[src/verilog/cts_params.svh]
// Purpose: constants of the coupler tune sequencer
// Assumes: a 200 MHz system clock
// Notes: times are kept in milliseconds, cycle counts are derived from them
`ifndef CTS_PARAMS_SVH
`define CTS_PARAMS_SVH

// clock rate in kHz, so that ms * kHz gives cycles
`define CTS_CLK_KHZ 64'd200000
`define CTS_MS_TO_CYC(ms) ((ms) * `CTS_CLK_KHZ)

// documented intervals
`define CTS_HANG_MS 64'd1000
`define CTS_VSWR_OK_MS 64'd300
`define CTS_VSWR_BAD_MS 64'd2000
// intervals of our own
`define CTS_TUNE_TO_MS 64'd10000
`define CTS_BEEP_HALF_MS 64'd250
`define CTS_DEBOUNCE_MS 64'd5

// register port
`define CTS_ADDR_W 4
`define CTS_DATA_W 16
`define CTS_REG_CTRL 4'h0
`define CTS_REG_STATUS 4'h4
`define CTS_REG_FREQ 4'h8
`define CTS_CTRL_RST 16'h0000
`define CTS_CTRL_CW_BIT 0

// status fields
`define CTS_ST_STATE_LSB 0
`define CTS_ST_FAULT_BIT 3
`define CTS_ST_TX_BIT 4
`define CTS_ST_HANG_BIT 5
`define CTS_ST_BAND_LSB 6

`endif

[src/verilog/cts_pkg.sv]
// Purpose: shared types of the coupler tune sequencer
// Assumes: nothing
// Notes: constants live in cts_params.svh
package cts_pkg;
   // sequencer states
   typedef enum logic [2:0] {
      CTS_BANDSW,
      CTS_STANDBY,
      CTS_TUNE,
      CTS_OPERATE,
      CTS_RETUNE,
      CTS_FAULT
   } cts_state_e;
   // band number driven to the bandswitch
   typedef logic [2:0] cts_band_t;
endpackage

[src/verilog/cts_tmr_if.sv]
// Purpose: condition and expiry pair between sequencer and a timer
// Assumes: both ends on the same clock
// Notes: done is a level while the condition has held long enough
`timescale 1ns/1ps
`default_nettype none
interface cts_tmr_if;
   logic cond; // qualifying condition holds
   logic done; // condition held for the full interval
   modport owner (output cond, input done);
   modport timer (input cond, output done);
endinterface
`default_nettype wire

[src/verilog/cts_debounce.sv]
// Purpose: synchronise and debounce one switch line
// Assumes: raw may bounce for less than STABLE_CYC cycles
// Notes: output changes only after the line has been stable
`timescale 1ns/1ps
`default_nettype none
module cts_debounce #(
   parameter int unsigned STABLE_CYC = 1000,
   parameter bit RST_LEVEL = 1'b1
) (
   input wire logic clk,
   input wire logic reset_n,
   input wire logic raw,
   output logic clean
);
   localparam int W = $clog2(STABLE_CYC + 1);
   logic sync1_ff, sync2_ff; // two-stage synchroniser
   logic [W-1:0] cnt_ff, nxt_cnt; // stable-time counter
   logic clean_ff, nxt_clean; // filtered level

   // restart the count whenever the line agrees with the output
   always_comb begin
      nxt_cnt = '0;
      nxt_clean = clean_ff;
      if (sync2_ff != clean_ff) begin
         if (cnt_ff == W'(STABLE_CYC - 1)) begin
            nxt_clean = sync2_ff;
         end else begin
            nxt_cnt = cnt_ff + 1'b1;
         end
      end
   end

   // registers only; first stage feeds the second and nothing else
   always_ff @(posedge clk or negedge reset_n) begin
      if (!reset_n) begin
         sync1_ff <= RST_LEVEL;
         sync2_ff <= RST_LEVEL;
         cnt_ff <= '0;
         clean_ff <= RST_LEVEL;
      end else begin
         sync1_ff <= raw;
         sync2_ff <= sync1_ff;
         cnt_ff <= nxt_cnt;
         clean_ff <= nxt_clean;
      end
   end

   assign clean = clean_ff;
endmodule
`default_nettype wire

[src/verilog/cts_qual_timer.sv]
// Purpose: interval timer that runs while a condition holds
// Assumes: LIMIT of one or more cycles
// Notes: count restarts at zero as soon as the condition lapses
`timescale 1ns/1ps
`default_nettype none
module cts_qual_timer #(
   parameter int unsigned LIMIT = 100
) (
   input wire logic clk,
   input wire logic reset_n,
   cts_tmr_if.timer tif
);
   localparam int W = $clog2(LIMIT + 1);
   logic [W-1:0] cnt_ff, nxt_cnt; // cycles the condition has held

   always_comb begin
      nxt_cnt = '0;
      if (tif.cond) begin
         nxt_cnt = (cnt_ff == W'(LIMIT)) ? cnt_ff : cnt_ff + 1'b1;
      end
   end

   // saturating count register
   always_ff @(posedge clk or negedge reset_n) begin
      if (!reset_n) begin
         cnt_ff <= '0;
      end else begin
         cnt_ff <= nxt_cnt;
      end
   end

   // expiry is a level while the condition keeps holding
   assign tif.done = (cnt_ff == W'(LIMIT)) && tif.cond;
endmodule
`default_nettype wire

[src/verilog/cts_sequencer.sv]
// Purpose: keying, rechannel and coupler tune sequencing
// Assumes: key, ptt and rechannel lines are active low (ground = closed)
// Notes: long intervals are top parameters so simulation can shorten them
//
// Added by the designer: the register offsets and the plain strobed port.
`include "cts_params.svh"
`timescale 1ns/1ps
`default_nettype none
module cts_sequencer #(
   parameter int unsigned HANG_CYC = 32'(`CTS_MS_TO_CYC(`CTS_HANG_MS)),
   parameter int unsigned VSWR_OK_CYC =
      32'(`CTS_MS_TO_CYC(`CTS_VSWR_OK_MS)),
   parameter int unsigned VSWR_BAD_CYC =
      32'(`CTS_MS_TO_CYC(`CTS_VSWR_BAD_MS)),
   parameter int unsigned TUNE_TO_CYC =
      32'(`CTS_MS_TO_CYC(`CTS_TUNE_TO_MS)),
   parameter int unsigned BEEP_HALF_CYC =
      32'(`CTS_MS_TO_CYC(`CTS_BEEP_HALF_MS)),
   parameter int unsigned DEBOUNCE_CYC =
      32'(`CTS_MS_TO_CYC(`CTS_DEBOUNCE_MS))
) (
   input wire logic clk,
   input wire logic reset_n,
   input wire logic ptt_n,
   input wire logic cw_key_n,
   input wire logic rechannel_request_n,
   input wire logic [23:0] freq_bcd,
   input wire logic mode_line,
   input wire logic power_line,
   input wire logic synth_locked,
   input wire logic bandswitch_done,
   input wire logic vswr_high,
   input wire logic tune_overvolt,
   input wire logic synth_tone,
   input wire logic [`CTS_ADDR_W-1:0] reg_addr,
   input wire logic [`CTS_DATA_W-1:0] reg_wdata,
   input wire logic reg_wr,
   input wire logic reg_rd,
   output logic [`CTS_DATA_W-1:0] reg_rdata,
   output logic transmit_key,
   output logic tx_path_enable,
   output logic receive_enable,
   output logic modulator_tone,
   output logic headset_tone,
   output logic servo_enable,
   output logic synth_rechannel,
   output logic coupler_rechannel,
   output logic [2:0] band_select,
   output logic fault,
   output logic am_select,
   output logic usb_select,
   output logic high_power_select,
   output logic low_power_select
);
   // lower band edges in MHz; band number counts edges passed
   localparam int NB = 7;
   localparam logic [7:0] BAND_EDGE [NB] =
      '{8'h03, 8'h04, 8'h06, 8'h08, 8'h0b, 8'h0f, 8'h15};

   logic ptt_cl_n, key_cl_n, rech_cl_n;
   cts_debounce #(.STABLE_CYC(DEBOUNCE_CYC), .RST_LEVEL(1'b1)) u_deb_ptt (
      .clk(clk), .reset_n(reset_n), .raw(ptt_n), .clean(ptt_cl_n));
   cts_debounce #(.STABLE_CYC(DEBOUNCE_CYC), .RST_LEVEL(1'b1)) u_deb_key (
      .clk(clk), .reset_n(reset_n), .raw(cw_key_n), .clean(key_cl_n));
   cts_debounce #(.STABLE_CYC(DEBOUNCE_CYC), .RST_LEVEL(1'b1)) u_deb_rch (
      .clk(clk), .reset_n(reset_n), .raw(rechannel_request_n),
      .clean(rech_cl_n));

   // interval timers
   cts_tmr_if hang_if ();
   cts_tmr_if ok_if ();
   cts_tmr_if bad_if ();
   cts_tmr_if to_if ();
   cts_qual_timer #(.LIMIT(HANG_CYC)) u_hang (
      .clk(clk), .reset_n(reset_n), .tif(hang_if));
   cts_qual_timer #(.LIMIT(VSWR_OK_CYC)) u_vswr_ok (
      .clk(clk), .reset_n(reset_n), .tif(ok_if));
   cts_qual_timer #(.LIMIT(VSWR_BAD_CYC)) u_vswr_bad (
      .clk(clk), .reset_n(reset_n), .tif(bad_if));
   cts_qual_timer #(.LIMIT(TUNE_TO_CYC)) u_tune_to (
      .clk(clk), .reset_n(reset_n), .tif(to_if));

   logic ptt, key, keyed; // closed-line levels
   logic rech_prev_ff, press_prev_ff; // edge history
   logic rech_pulse, press; // one-cycle events
   cts_pkg::cts_state_e state_ff, nxt_state;
   logic hang_ff, nxt_hang; // cw hang interval running
   logic [`CTS_DATA_W-1:0] ctrl_ff, nxt_ctrl; // software control
   logic cw_mode; // cw operation selected
   logic [7:0] mhz; // binary MHz from bcd
   cts_pkg::cts_band_t band; // decoded band
   logic [NB-1:0] above; // edge passed, per band edge

   assign ptt = !ptt_cl_n;
   assign key = !key_cl_n;
   assign keyed = ptt || key;
   assign cw_mode = ctrl_ff[`CTS_CTRL_CW_BIT];
   assign rech_pulse = !rech_cl_n && rech_prev_ff;
   assign press = keyed && !press_prev_ff;

   // decode bcd tens and units of MHz, compare per band edge
   assign mhz = (8'(freq_bcd[23:20]) * 8'd10) + 8'(freq_bcd[19:16]);
   genvar gi;
   generate
      for (gi = 0; gi < NB; gi++) begin : g_edge
         assign above[gi] = (mhz >= BAND_EDGE[gi]);
      end
   endgenerate
   always_comb begin
      band = '0;
      for (int i = 0; i < NB; i++) begin
         band = band + 3'(above[i]);
      end
   end

   // timer conditions
   always_comb begin
      // hang counts only while key open
      hang_if.cond = hang_ff && !key;
      ok_if.cond = ((state_ff == cts_pkg::CTS_TUNE) ||
                    (state_ff == cts_pkg::CTS_RETUNE)) && !vswr_high;
      bad_if.cond = (state_ff == cts_pkg::CTS_OPERATE) &&
                    transmit_key && vswr_high;
      // tune cycle that runs too long
      to_if.cond = (state_ff == cts_pkg::CTS_TUNE) ||
                   (state_ff == cts_pkg::CTS_RETUNE);
   end

   // sequencer next state
   always_comb begin
      nxt_state = state_ff;
      case (state_ff)
         cts_pkg::CTS_BANDSW: begin
            // standby once bandswitch and synth settle
            if (bandswitch_done && synth_locked) begin
               nxt_state = cts_pkg::CTS_STANDBY;
            end
         end
         cts_pkg::CTS_STANDBY: begin
            if (press) begin
               nxt_state = cts_pkg::CTS_TUNE;
            end
         end
         cts_pkg::CTS_TUNE, cts_pkg::CTS_RETUNE: begin
            if (tune_overvolt || to_if.done) begin
               nxt_state = cts_pkg::CTS_FAULT;
            end else if (ok_if.done) begin
               nxt_state = cts_pkg::CTS_OPERATE;
            end
         end
         cts_pkg::CTS_OPERATE: begin
            if (tune_overvolt) begin
               nxt_state = cts_pkg::CTS_FAULT;
            end else if (bad_if.done) begin
               nxt_state = cts_pkg::CTS_RETUNE;
            end
         end
         cts_pkg::CTS_FAULT: nxt_state = cts_pkg::CTS_FAULT;
         default: nxt_state = cts_pkg::CTS_BANDSW;
      endcase
      if (rech_pulse) begin
         nxt_state = cts_pkg::CTS_BANDSW;
      end
   end

   // hang: armed by key in cw mode, ended by timer or by leaving cw mode
   always_comb begin
      nxt_hang = hang_ff;
      if (key && cw_mode) begin
         nxt_hang = 1'b1;
      end else if (hang_if.done || !cw_mode) begin
         nxt_hang = 1'b0;
      end
   end

   // control register write; status is read only
   always_comb begin
      nxt_ctrl = ctrl_ff;
      if (reg_wr && (reg_addr == `CTS_REG_CTRL)) begin
         nxt_ctrl = reg_wdata;
      end
   end

   // output values, computed from present state
   logic nxt_tx, nxt_path, nxt_servo, nxt_hs_tone, nxt_mod_tone;
   logic beep_ff, nxt_beep; // beep on/off phase
   logic [31:0] beep_cnt_ff, nxt_beep_cnt; // beep phase timer
   logic [`CTS_DATA_W-1:0] nxt_rdata;
   always_comb begin
      nxt_tx = 1'b0;
      nxt_path = 1'b0;
      nxt_servo = 1'b0;
      nxt_hs_tone = 1'b0;
      case (state_ff)
         cts_pkg::CTS_TUNE: begin
            nxt_tx = 1'b1;
            nxt_path = 1'b1;
            nxt_servo = 1'b1;
            nxt_hs_tone = synth_tone;
         end
         cts_pkg::CTS_OPERATE, cts_pkg::CTS_RETUNE: begin
            // keying follows the lines plus hang
            nxt_tx = keyed || hang_ff;
            nxt_path = 1'b1;
            nxt_servo = (state_ff == cts_pkg::CTS_RETUNE);
         end
         cts_pkg::CTS_FAULT: begin
            nxt_hs_tone = synth_tone && beep_ff;
         end
         default: nxt_tx = 1'b0;
      endcase
      // cw tone to modulator while key closed
      nxt_mod_tone = cw_mode && key && nxt_tx && synth_tone;
   end

   // beep cadence, runs only in fault
   always_comb begin
      nxt_beep = 1'b0;
      nxt_beep_cnt = '0;
      if (state_ff == cts_pkg::CTS_FAULT) begin
         nxt_beep = beep_ff;
         nxt_beep_cnt = beep_cnt_ff + 32'd1;
         if (beep_cnt_ff >= BEEP_HALF_CYC - 1) begin
            nxt_beep_cnt = '0;
            nxt_beep = !beep_ff;
         end
      end
   end

   // read data; unmapped addresses read zero
   always_comb begin
      nxt_rdata = '0;
      if (reg_rd) begin
         case (reg_addr)
            `CTS_REG_CTRL: nxt_rdata = ctrl_ff;
            `CTS_REG_STATUS: begin
               nxt_rdata[`CTS_ST_STATE_LSB +: 3] = state_ff;
               nxt_rdata[`CTS_ST_FAULT_BIT] = fault;
               nxt_rdata[`CTS_ST_TX_BIT] = transmit_key;
               nxt_rdata[`CTS_ST_HANG_BIT] = hang_ff;
               nxt_rdata[`CTS_ST_BAND_LSB +: 3] = band_select;
            end
            `CTS_REG_FREQ: nxt_rdata = freq_bcd[23:8];
            default: nxt_rdata = '0;
         endcase
      end
   end

   // all state and outputs registered here
   always_ff @(posedge clk or negedge reset_n) begin
      if (!reset_n) begin
         state_ff <= cts_pkg::CTS_BANDSW;
         rech_prev_ff <= 1'b1;
         press_prev_ff <= 1'b0;
         hang_ff <= 1'b0;
         ctrl_ff <= `CTS_CTRL_RST;
         beep_ff <= 1'b0;
         beep_cnt_ff <= '0;
         reg_rdata <= '0;
         transmit_key <= 1'b0;
         tx_path_enable <= 1'b0;
         receive_enable <= 1'b0;
         modulator_tone <= 1'b0;
         headset_tone <= 1'b0;
         servo_enable <= 1'b0;
         synth_rechannel <= 1'b0;
         coupler_rechannel <= 1'b0;
         band_select <= '0;
         fault <= 1'b0;
         am_select <= 1'b0;
         usb_select <= 1'b0;
         high_power_select <= 1'b0;
         low_power_select <= 1'b0;
      end else begin
         state_ff <= nxt_state;
         rech_prev_ff <= rech_cl_n;
         press_prev_ff <= keyed;
         hang_ff <= nxt_hang;
         ctrl_ff <= nxt_ctrl;
         beep_ff <= nxt_beep;
         beep_cnt_ff <= nxt_beep_cnt;
         reg_rdata <= nxt_rdata;
         transmit_key <= nxt_tx;
         tx_path_enable <= nxt_path;
         receive_enable <= !nxt_tx;
         modulator_tone <= nxt_mod_tone;
         headset_tone <= nxt_hs_tone;
         servo_enable <= nxt_servo;
         synth_rechannel <= rech_pulse;
         coupler_rechannel <= rech_pulse;
         band_select <= band;
         fault <= (state_ff == cts_pkg::CTS_FAULT);
         am_select <= !mode_line;
         usb_select <= mode_line;
         low_power_select <= !power_line;
         high_power_select <= power_line;
      end
   end
endmodule
`default_nettype wire

[config.mk]
export PLATFORM = sky130hd
export DESIGN_NAME = cts_sequencer
export DESIGN_NICKNAME = d
export VERILOG_FILES = /design/src/verilog/cts_pkg.sv /design/src/verilog/cts_tmr_if.sv /design/src/verilog/cts_debounce.sv /design/src/verilog/cts_qual_timer.sv /design/src/verilog/cts_sequencer.sv
export VERILOG_INCLUDE_DIRS = /design/src /design/src/verilog
export SDC_FILE = /design/constraint.sdc
export NUM_CORES = 1
export LEC_CHECK = 0
export BUFFER_PORTS_ARGS = -buffer_cell sky130_fd_sc_hd__buf_2
export CORE_ASPECT_RATIO = 1.25
export CORE_MARGIN = 10
export CORE_UTILIZATION = 45
export DETAILED_ROUTE_END_ITERATION = 8
export PLACE_DENSITY = 0.66
export SLEW_MARGIN = 5
export SYNTH_ARGS = -nofsm -noshare
export SYNTH_HDL_FRONTEND = slang
export SYNTH_SLANG_ARGS = --single-unit
[constraint.sdc]
create_clock -name clk -period 2.6 [get_ports clk]
set_clock_uncertainty 0.05 [all_clocks]
set_input_delay 0.13 -clock clk [delete_from_list [all_inputs] [get_ports clk]]
set_output_delay 0.13 -clock clk [all_outputs]
set_load 0.03 [all_outputs]
==> results <==
- In this run the biggest area consumer among cell types represents 50.4% of the synthesized area.
- The multi-input combinational cells in the finished layout cover a total of 0.00595 mm2.
- In the post-synthesis netlist, the biggest area contributors are sky130_fd_sc_hd__dfrtp_1 50%, sky130_fd_sc_hd__xor2_1 7.1%, sky130_fd_sc_hd__nor2_1 7.0%, sky130_fd_sc_hd__xnor2_1 4.8%, sky130_fd_sc_hd__nand3_1 3.0%.
- The max-slew violation count is 0.
- The final HPWL from detailed placement is 18.6 mm.
- The number of cell rows is 69.
- The worst-case headroom to the max-slew limit is 29.2%.
- Setup slack on the critical path of the routed design comes to -0.757 ns.
- The adder-cell area share of the yosys netlist is 2.96%.
- The synthesized design contains 0 enable-type register cells.
- The maximum number of buffers from clock root to sink is 3.
- For this configuration, the core starts out at a cell density of 45.4%.
- The final-report hold violation count is 0.
- STA classifies the critical path endpoint as a flop.
- The synthesized netlist devotes 23.6% of its cell area to simple gates.
- The number of standard cells after synthesis is 1271.
- For this design, the slowest cell found on the critical path is sky130_fd_sc_hd__fa_1.
- The synthesized design spends more area on one cell type than any other, namely sky130_fd_sc_hd__dfrtp_1.
- Global routing consumed, over all layers together, 15.5% of the routing resources.
- The share of layout cells above drive strength 1 is 15.8%.
- The number of warnings reported in the yosys synthesis log is 0.
- Setup violations remaining at the end of the flow were counted as 3.
- The tightest hold path in the finished design has a slack of 0.0962 ns.
- The post-synth design cell area is 0.0129 mm2.
- After detailed placement, the design holds a cell count of 1720.
- The count of buffers from port buffering is 81.
- The count of cell types in the netlist is 70.
- In this run the static leakage power is 6.55 nW.
- For the pin with the worst max-slew slack, the measured transition is 1.06 ns.
- The synthesized netlist devotes 11.8% of its cell area to XOR and XNOR gates.
- The tool flagged a number of max-cap violations equal to 0.
- The die covers 0.0358 mm2.
- The power density of the placed cells is 640 mW/mm2.
- From synthesis to final layout, the design area changed by 20.0%.
- The final sum of negative setup slack is -1.78 ns.
- The worst IR drop on VDD is 587 uV.
- The wire length per cell is 15.2 um.
- The critical path's most frequent cell is sky130_fd_sc_hd__fa_2.
- The register bit total from synthesis is 269.
- After filler insertion, the fill cell instance count of the layout stands at 2452.
- The core region is 0.0283 mm2.
- The congestion estimate from routability-driven global placement came to 0.844.
- The flow ran to the end, but the final reports show violations.
- After detailed routing, the total wire length is 27.6 mm.
- Across all layers, the routed design uses 9549 vias.
- The final total power is 9.89 mW.
- The slack of the worst reg-to-reg path is 0.19 ns.
- By area, the combinational part of the netlist is dominated by simple AND/OR/NAND/NOR gates.
- The number of global-route vias before repair was 9846.
- The largest net degree at the start of global routing is 69.
- Measured along the y axis, the die boundary spans 209 um.
- The critical path goes through buf_8 > ha_4 > ha_4 > fa_2 > xnor2_4 > xnor2_2 > nor3_2 > o22ai_2 > nand2b_4 > nor2b_4 > fa_1 > fa_1 > inv_2 > fa_2 > fa_2.
- The routed via count divided by cell count is 5.26.
- The synthesized area divided by synthesized cell count is 10.1 um2.
- The final reports fail on negative setup slack.
- The number of buffers inserted during clock tree synthesis is 29.
- CTS built an H-tree with a depth of 1.
- By startpoint and endpoint, the worst setup path is classified as input port to flop.
- In this run the horizontal extent of the chip is 171 um.
- Before CTS, the worst setup slack after placement is -1.49 ns.
- The most instantiated flip-flop cell in the synthesis netlist is sky130_fd_sc_hd__dfrtp_1.
- The mux contribution to synthesized area is 2.07%.
- The compound-cell area share of the yosys netlist is 4.75%.
- The maximum operating frequency is 298 MHz.
- The sequential area share after synthesis is 52.4%.
- The latest clock arrival within the worst-skew pair is 0.54 ns.
- The required time of the critical path is 3.02 ns.
- Setup repair after global routing could not meet its margin everywhere.
- The total overflow left after global routing is 0.
- The sequential standard cell area is 0.00674 mm2.
- The fraction of the cycle the final worst path needs is 129%.
- The path class of the lowest-slack min-delay path is input port to asynchronous set/reset pin.
- After the flow finishes, the layout carries non-filler instances totaling 1817.
- The first global-routing pass estimated 47.4 mm of wire.
- The clock-pin slew on the worst setup and hold paths is 0.06 ns.
- The layout net count is 1522.
- The number of antenna violations at the first check in global routing was 2.
- For this run, design rule violations remaining after detail routing come to 0.
- The TritonCTS clock tree is done.
- STA classifies the critical path startpoint as an input port.
- The highest net fanout along the worst path is 4.
- The first-iteration detailed-routing DRC count is 592.
- The detail route stage leaves a number of antenna-violating nets equal to 0.
- The top-level I/O count is 90.
- The total iterations of the first detailed-routing run is 5.
- For the worst setup path, the data arrival time is 3.78 ns.
- The number of clock sinks seen by CTS is 269.
- After layout, the minimum clock period comes to 3.36 ns.
- The depth of the worst register-to-register path is 6.
- On the worst path, the slowest cell contributes a delay of 0.52 ns.
- Of all flip-flops after synthesis, the portion carrying an async set or reset was 100%.
- The tree is rooted in a sky130_fd_sc_hd__clkbuf_16.
==> per-stage QoR <==
step | area (um2) | utilization [%]
3_3_place_gp | 14000 | 49.4
3_5_place_dp | 14000 | 49.4
6_report | 15400 | 54.5
2_1_floorplan | 12900 | -
4_1_cts | 15400 | 54.5
5_1_grt | 15400 | 54.5
==> area by class of cell <==
cell class                      count  area share (%)
Sequential cell                   269            43.7
Clock inverter                     15            1.21
Antenna cell                        2          0.0324
Tap cell                          355            2.88
Clock buffer                       38            5.05
Inverter                           43            1.05
Timing Repair Buffer              161            7.59
Multi-Input combinational cell    934            38.5
==> flip-flops by register name, indices dropped and copies added (netlist names), 3 cells and up <==
| register | cells |
|---|---|
| state_ff | 3 |
| beep_cnt_ff | 32 |
| u_vswr_ok.cnt_ff | 26 |
| u_hang.cnt_ff | 28 |
| u_tune_to.cnt_ff | 31 |
| u_deb_rch.cnt_ff | 20 |
| band_select | 3 |
| u_vswr_bad.cnt_ff | 29 |
| u_deb_ptt.cnt_ff | 20 |
| u_deb_key.cnt_ff | 20 |
| ctrl_ff | 16 |
| reg_rdata | 16 |
==> final timing paths <==
path | startpoint | end
min in group clk | vswr_high | state_ff[1]
setup reg to reg | u_tune_to.cnt_ff[17] | state_ff[0]
max in group asynchronous | reset_n | u_deb_rch.sync1_ff
hold reg to reg | u_deb_rch.sync1_ff | u_deb_rch.sync2_ff
hold / removal | reset_n | u_deb_ptt.cnt_ff[16]
setup / recovery | freq_bcd[21] | band_select[1]
==> cells in the final DEF (no fill, tap or decap), types with 36 or more instances in the layout <==
cell and n:
sky130_fd_sc_hd__dfrtp_1 259, sky130_fd_sc_hd__nor2_1 238, sky130_fd_sc_hd__xor2_1 104, sky130_fd_sc_hd__nand3_1 78, sky130_fd_sc_hd__nand2_1 78, sky130_fd_sc_hd__buf_2 78
sky130_fd_sc_hd__xnor2_1 68, sky130_fd_sc_hd__inv_1 42, sky130_fd_sc_hd__dlygate4sd3_1 41, sky130_fd_sc_hd__buf_4 36
==> Yosys cell counts, types with 13 or more instances <==
master / instances
sky130_fd_sc_hd__a21oi_1: 30
sky130_fd_sc_hd__and3_1: 29
sky130_fd_sc_hd__clkbuf_1: 22
sky130_fd_sc_hd__dfrtp_1: 259
sky130_fd_sc_hd__ha_1: 20
sky130_fd_sc_hd__inv_1: 43
sky130_fd_sc_hd__mux2_2: 21
sky130_fd_sc_hd__nand2_1: 78
sky130_fd_sc_hd__nand3_1: 78
sky130_fd_sc_hd__nand4_1: 35
sky130_fd_sc_hd__nor2_1: 239
sky130_fd_sc_hd__nor2b_1: 13
sky130_fd_sc_hd__nor3_1: 27
sky130_fd_sc_hd__nor4_1: 22
sky130_fd_sc_hd__o21ai_0: 18
sky130_fd_sc_hd__or3_1: 16
sky130_fd_sc_hd__xnor2_1: 70
sky130_fd_sc_hd__xor2_1: 104
==> per-layer routing <==
| metal | share of wire (%) | track usage [%] |
|---|---|---|
| met5 | 0 | 0 |
| met4 | 2.7 | 4.93 |
| met3 | 3.9 | 2.72 |
| met2 | 49 | 26.0 |
| met1 | 44 | 19.8 |
==> critical path, delay by kind of cell <==
kind / cells / cell delay, ns
simple gates: 3 / 0.49
xor+xnor: 2 / 0.31
fa+ha+maj: 7 / 2.59
compound gates: 1 / 0.12
buf+inv: 2 / 0.14
==> power by group <==
part	switching (mW)	internal [mW]	leakage, nW
Sequential	0.155	4.37	3.63
Clock	1.66	2.50	0.468
Combinational	0.717	0.483	2.45
==> cell families (layout without fill, tap and decap cells) <==
family	after synthesis	after routing
and+or+nand+nor	611	611
DFF	269	269
AOI/OAI and AO/OA	92	92
muxes	24	24
adders and majority gates	27	27
buffers and inverters	73	257
xor gates and xnor gates	174	174
other	1	8
==> timing repair <==
item / CTS / global route
setup buffers: 1 / 0
resized for setup: 11 / 3
endpoints found under the hold margin: 246 / 0
endpoints found under the setup margin: 3 / 3
hold buffers: 41 / 0
pin swaps: 7 / 1
Note: power is estimated with default switching activity, not from simulation.
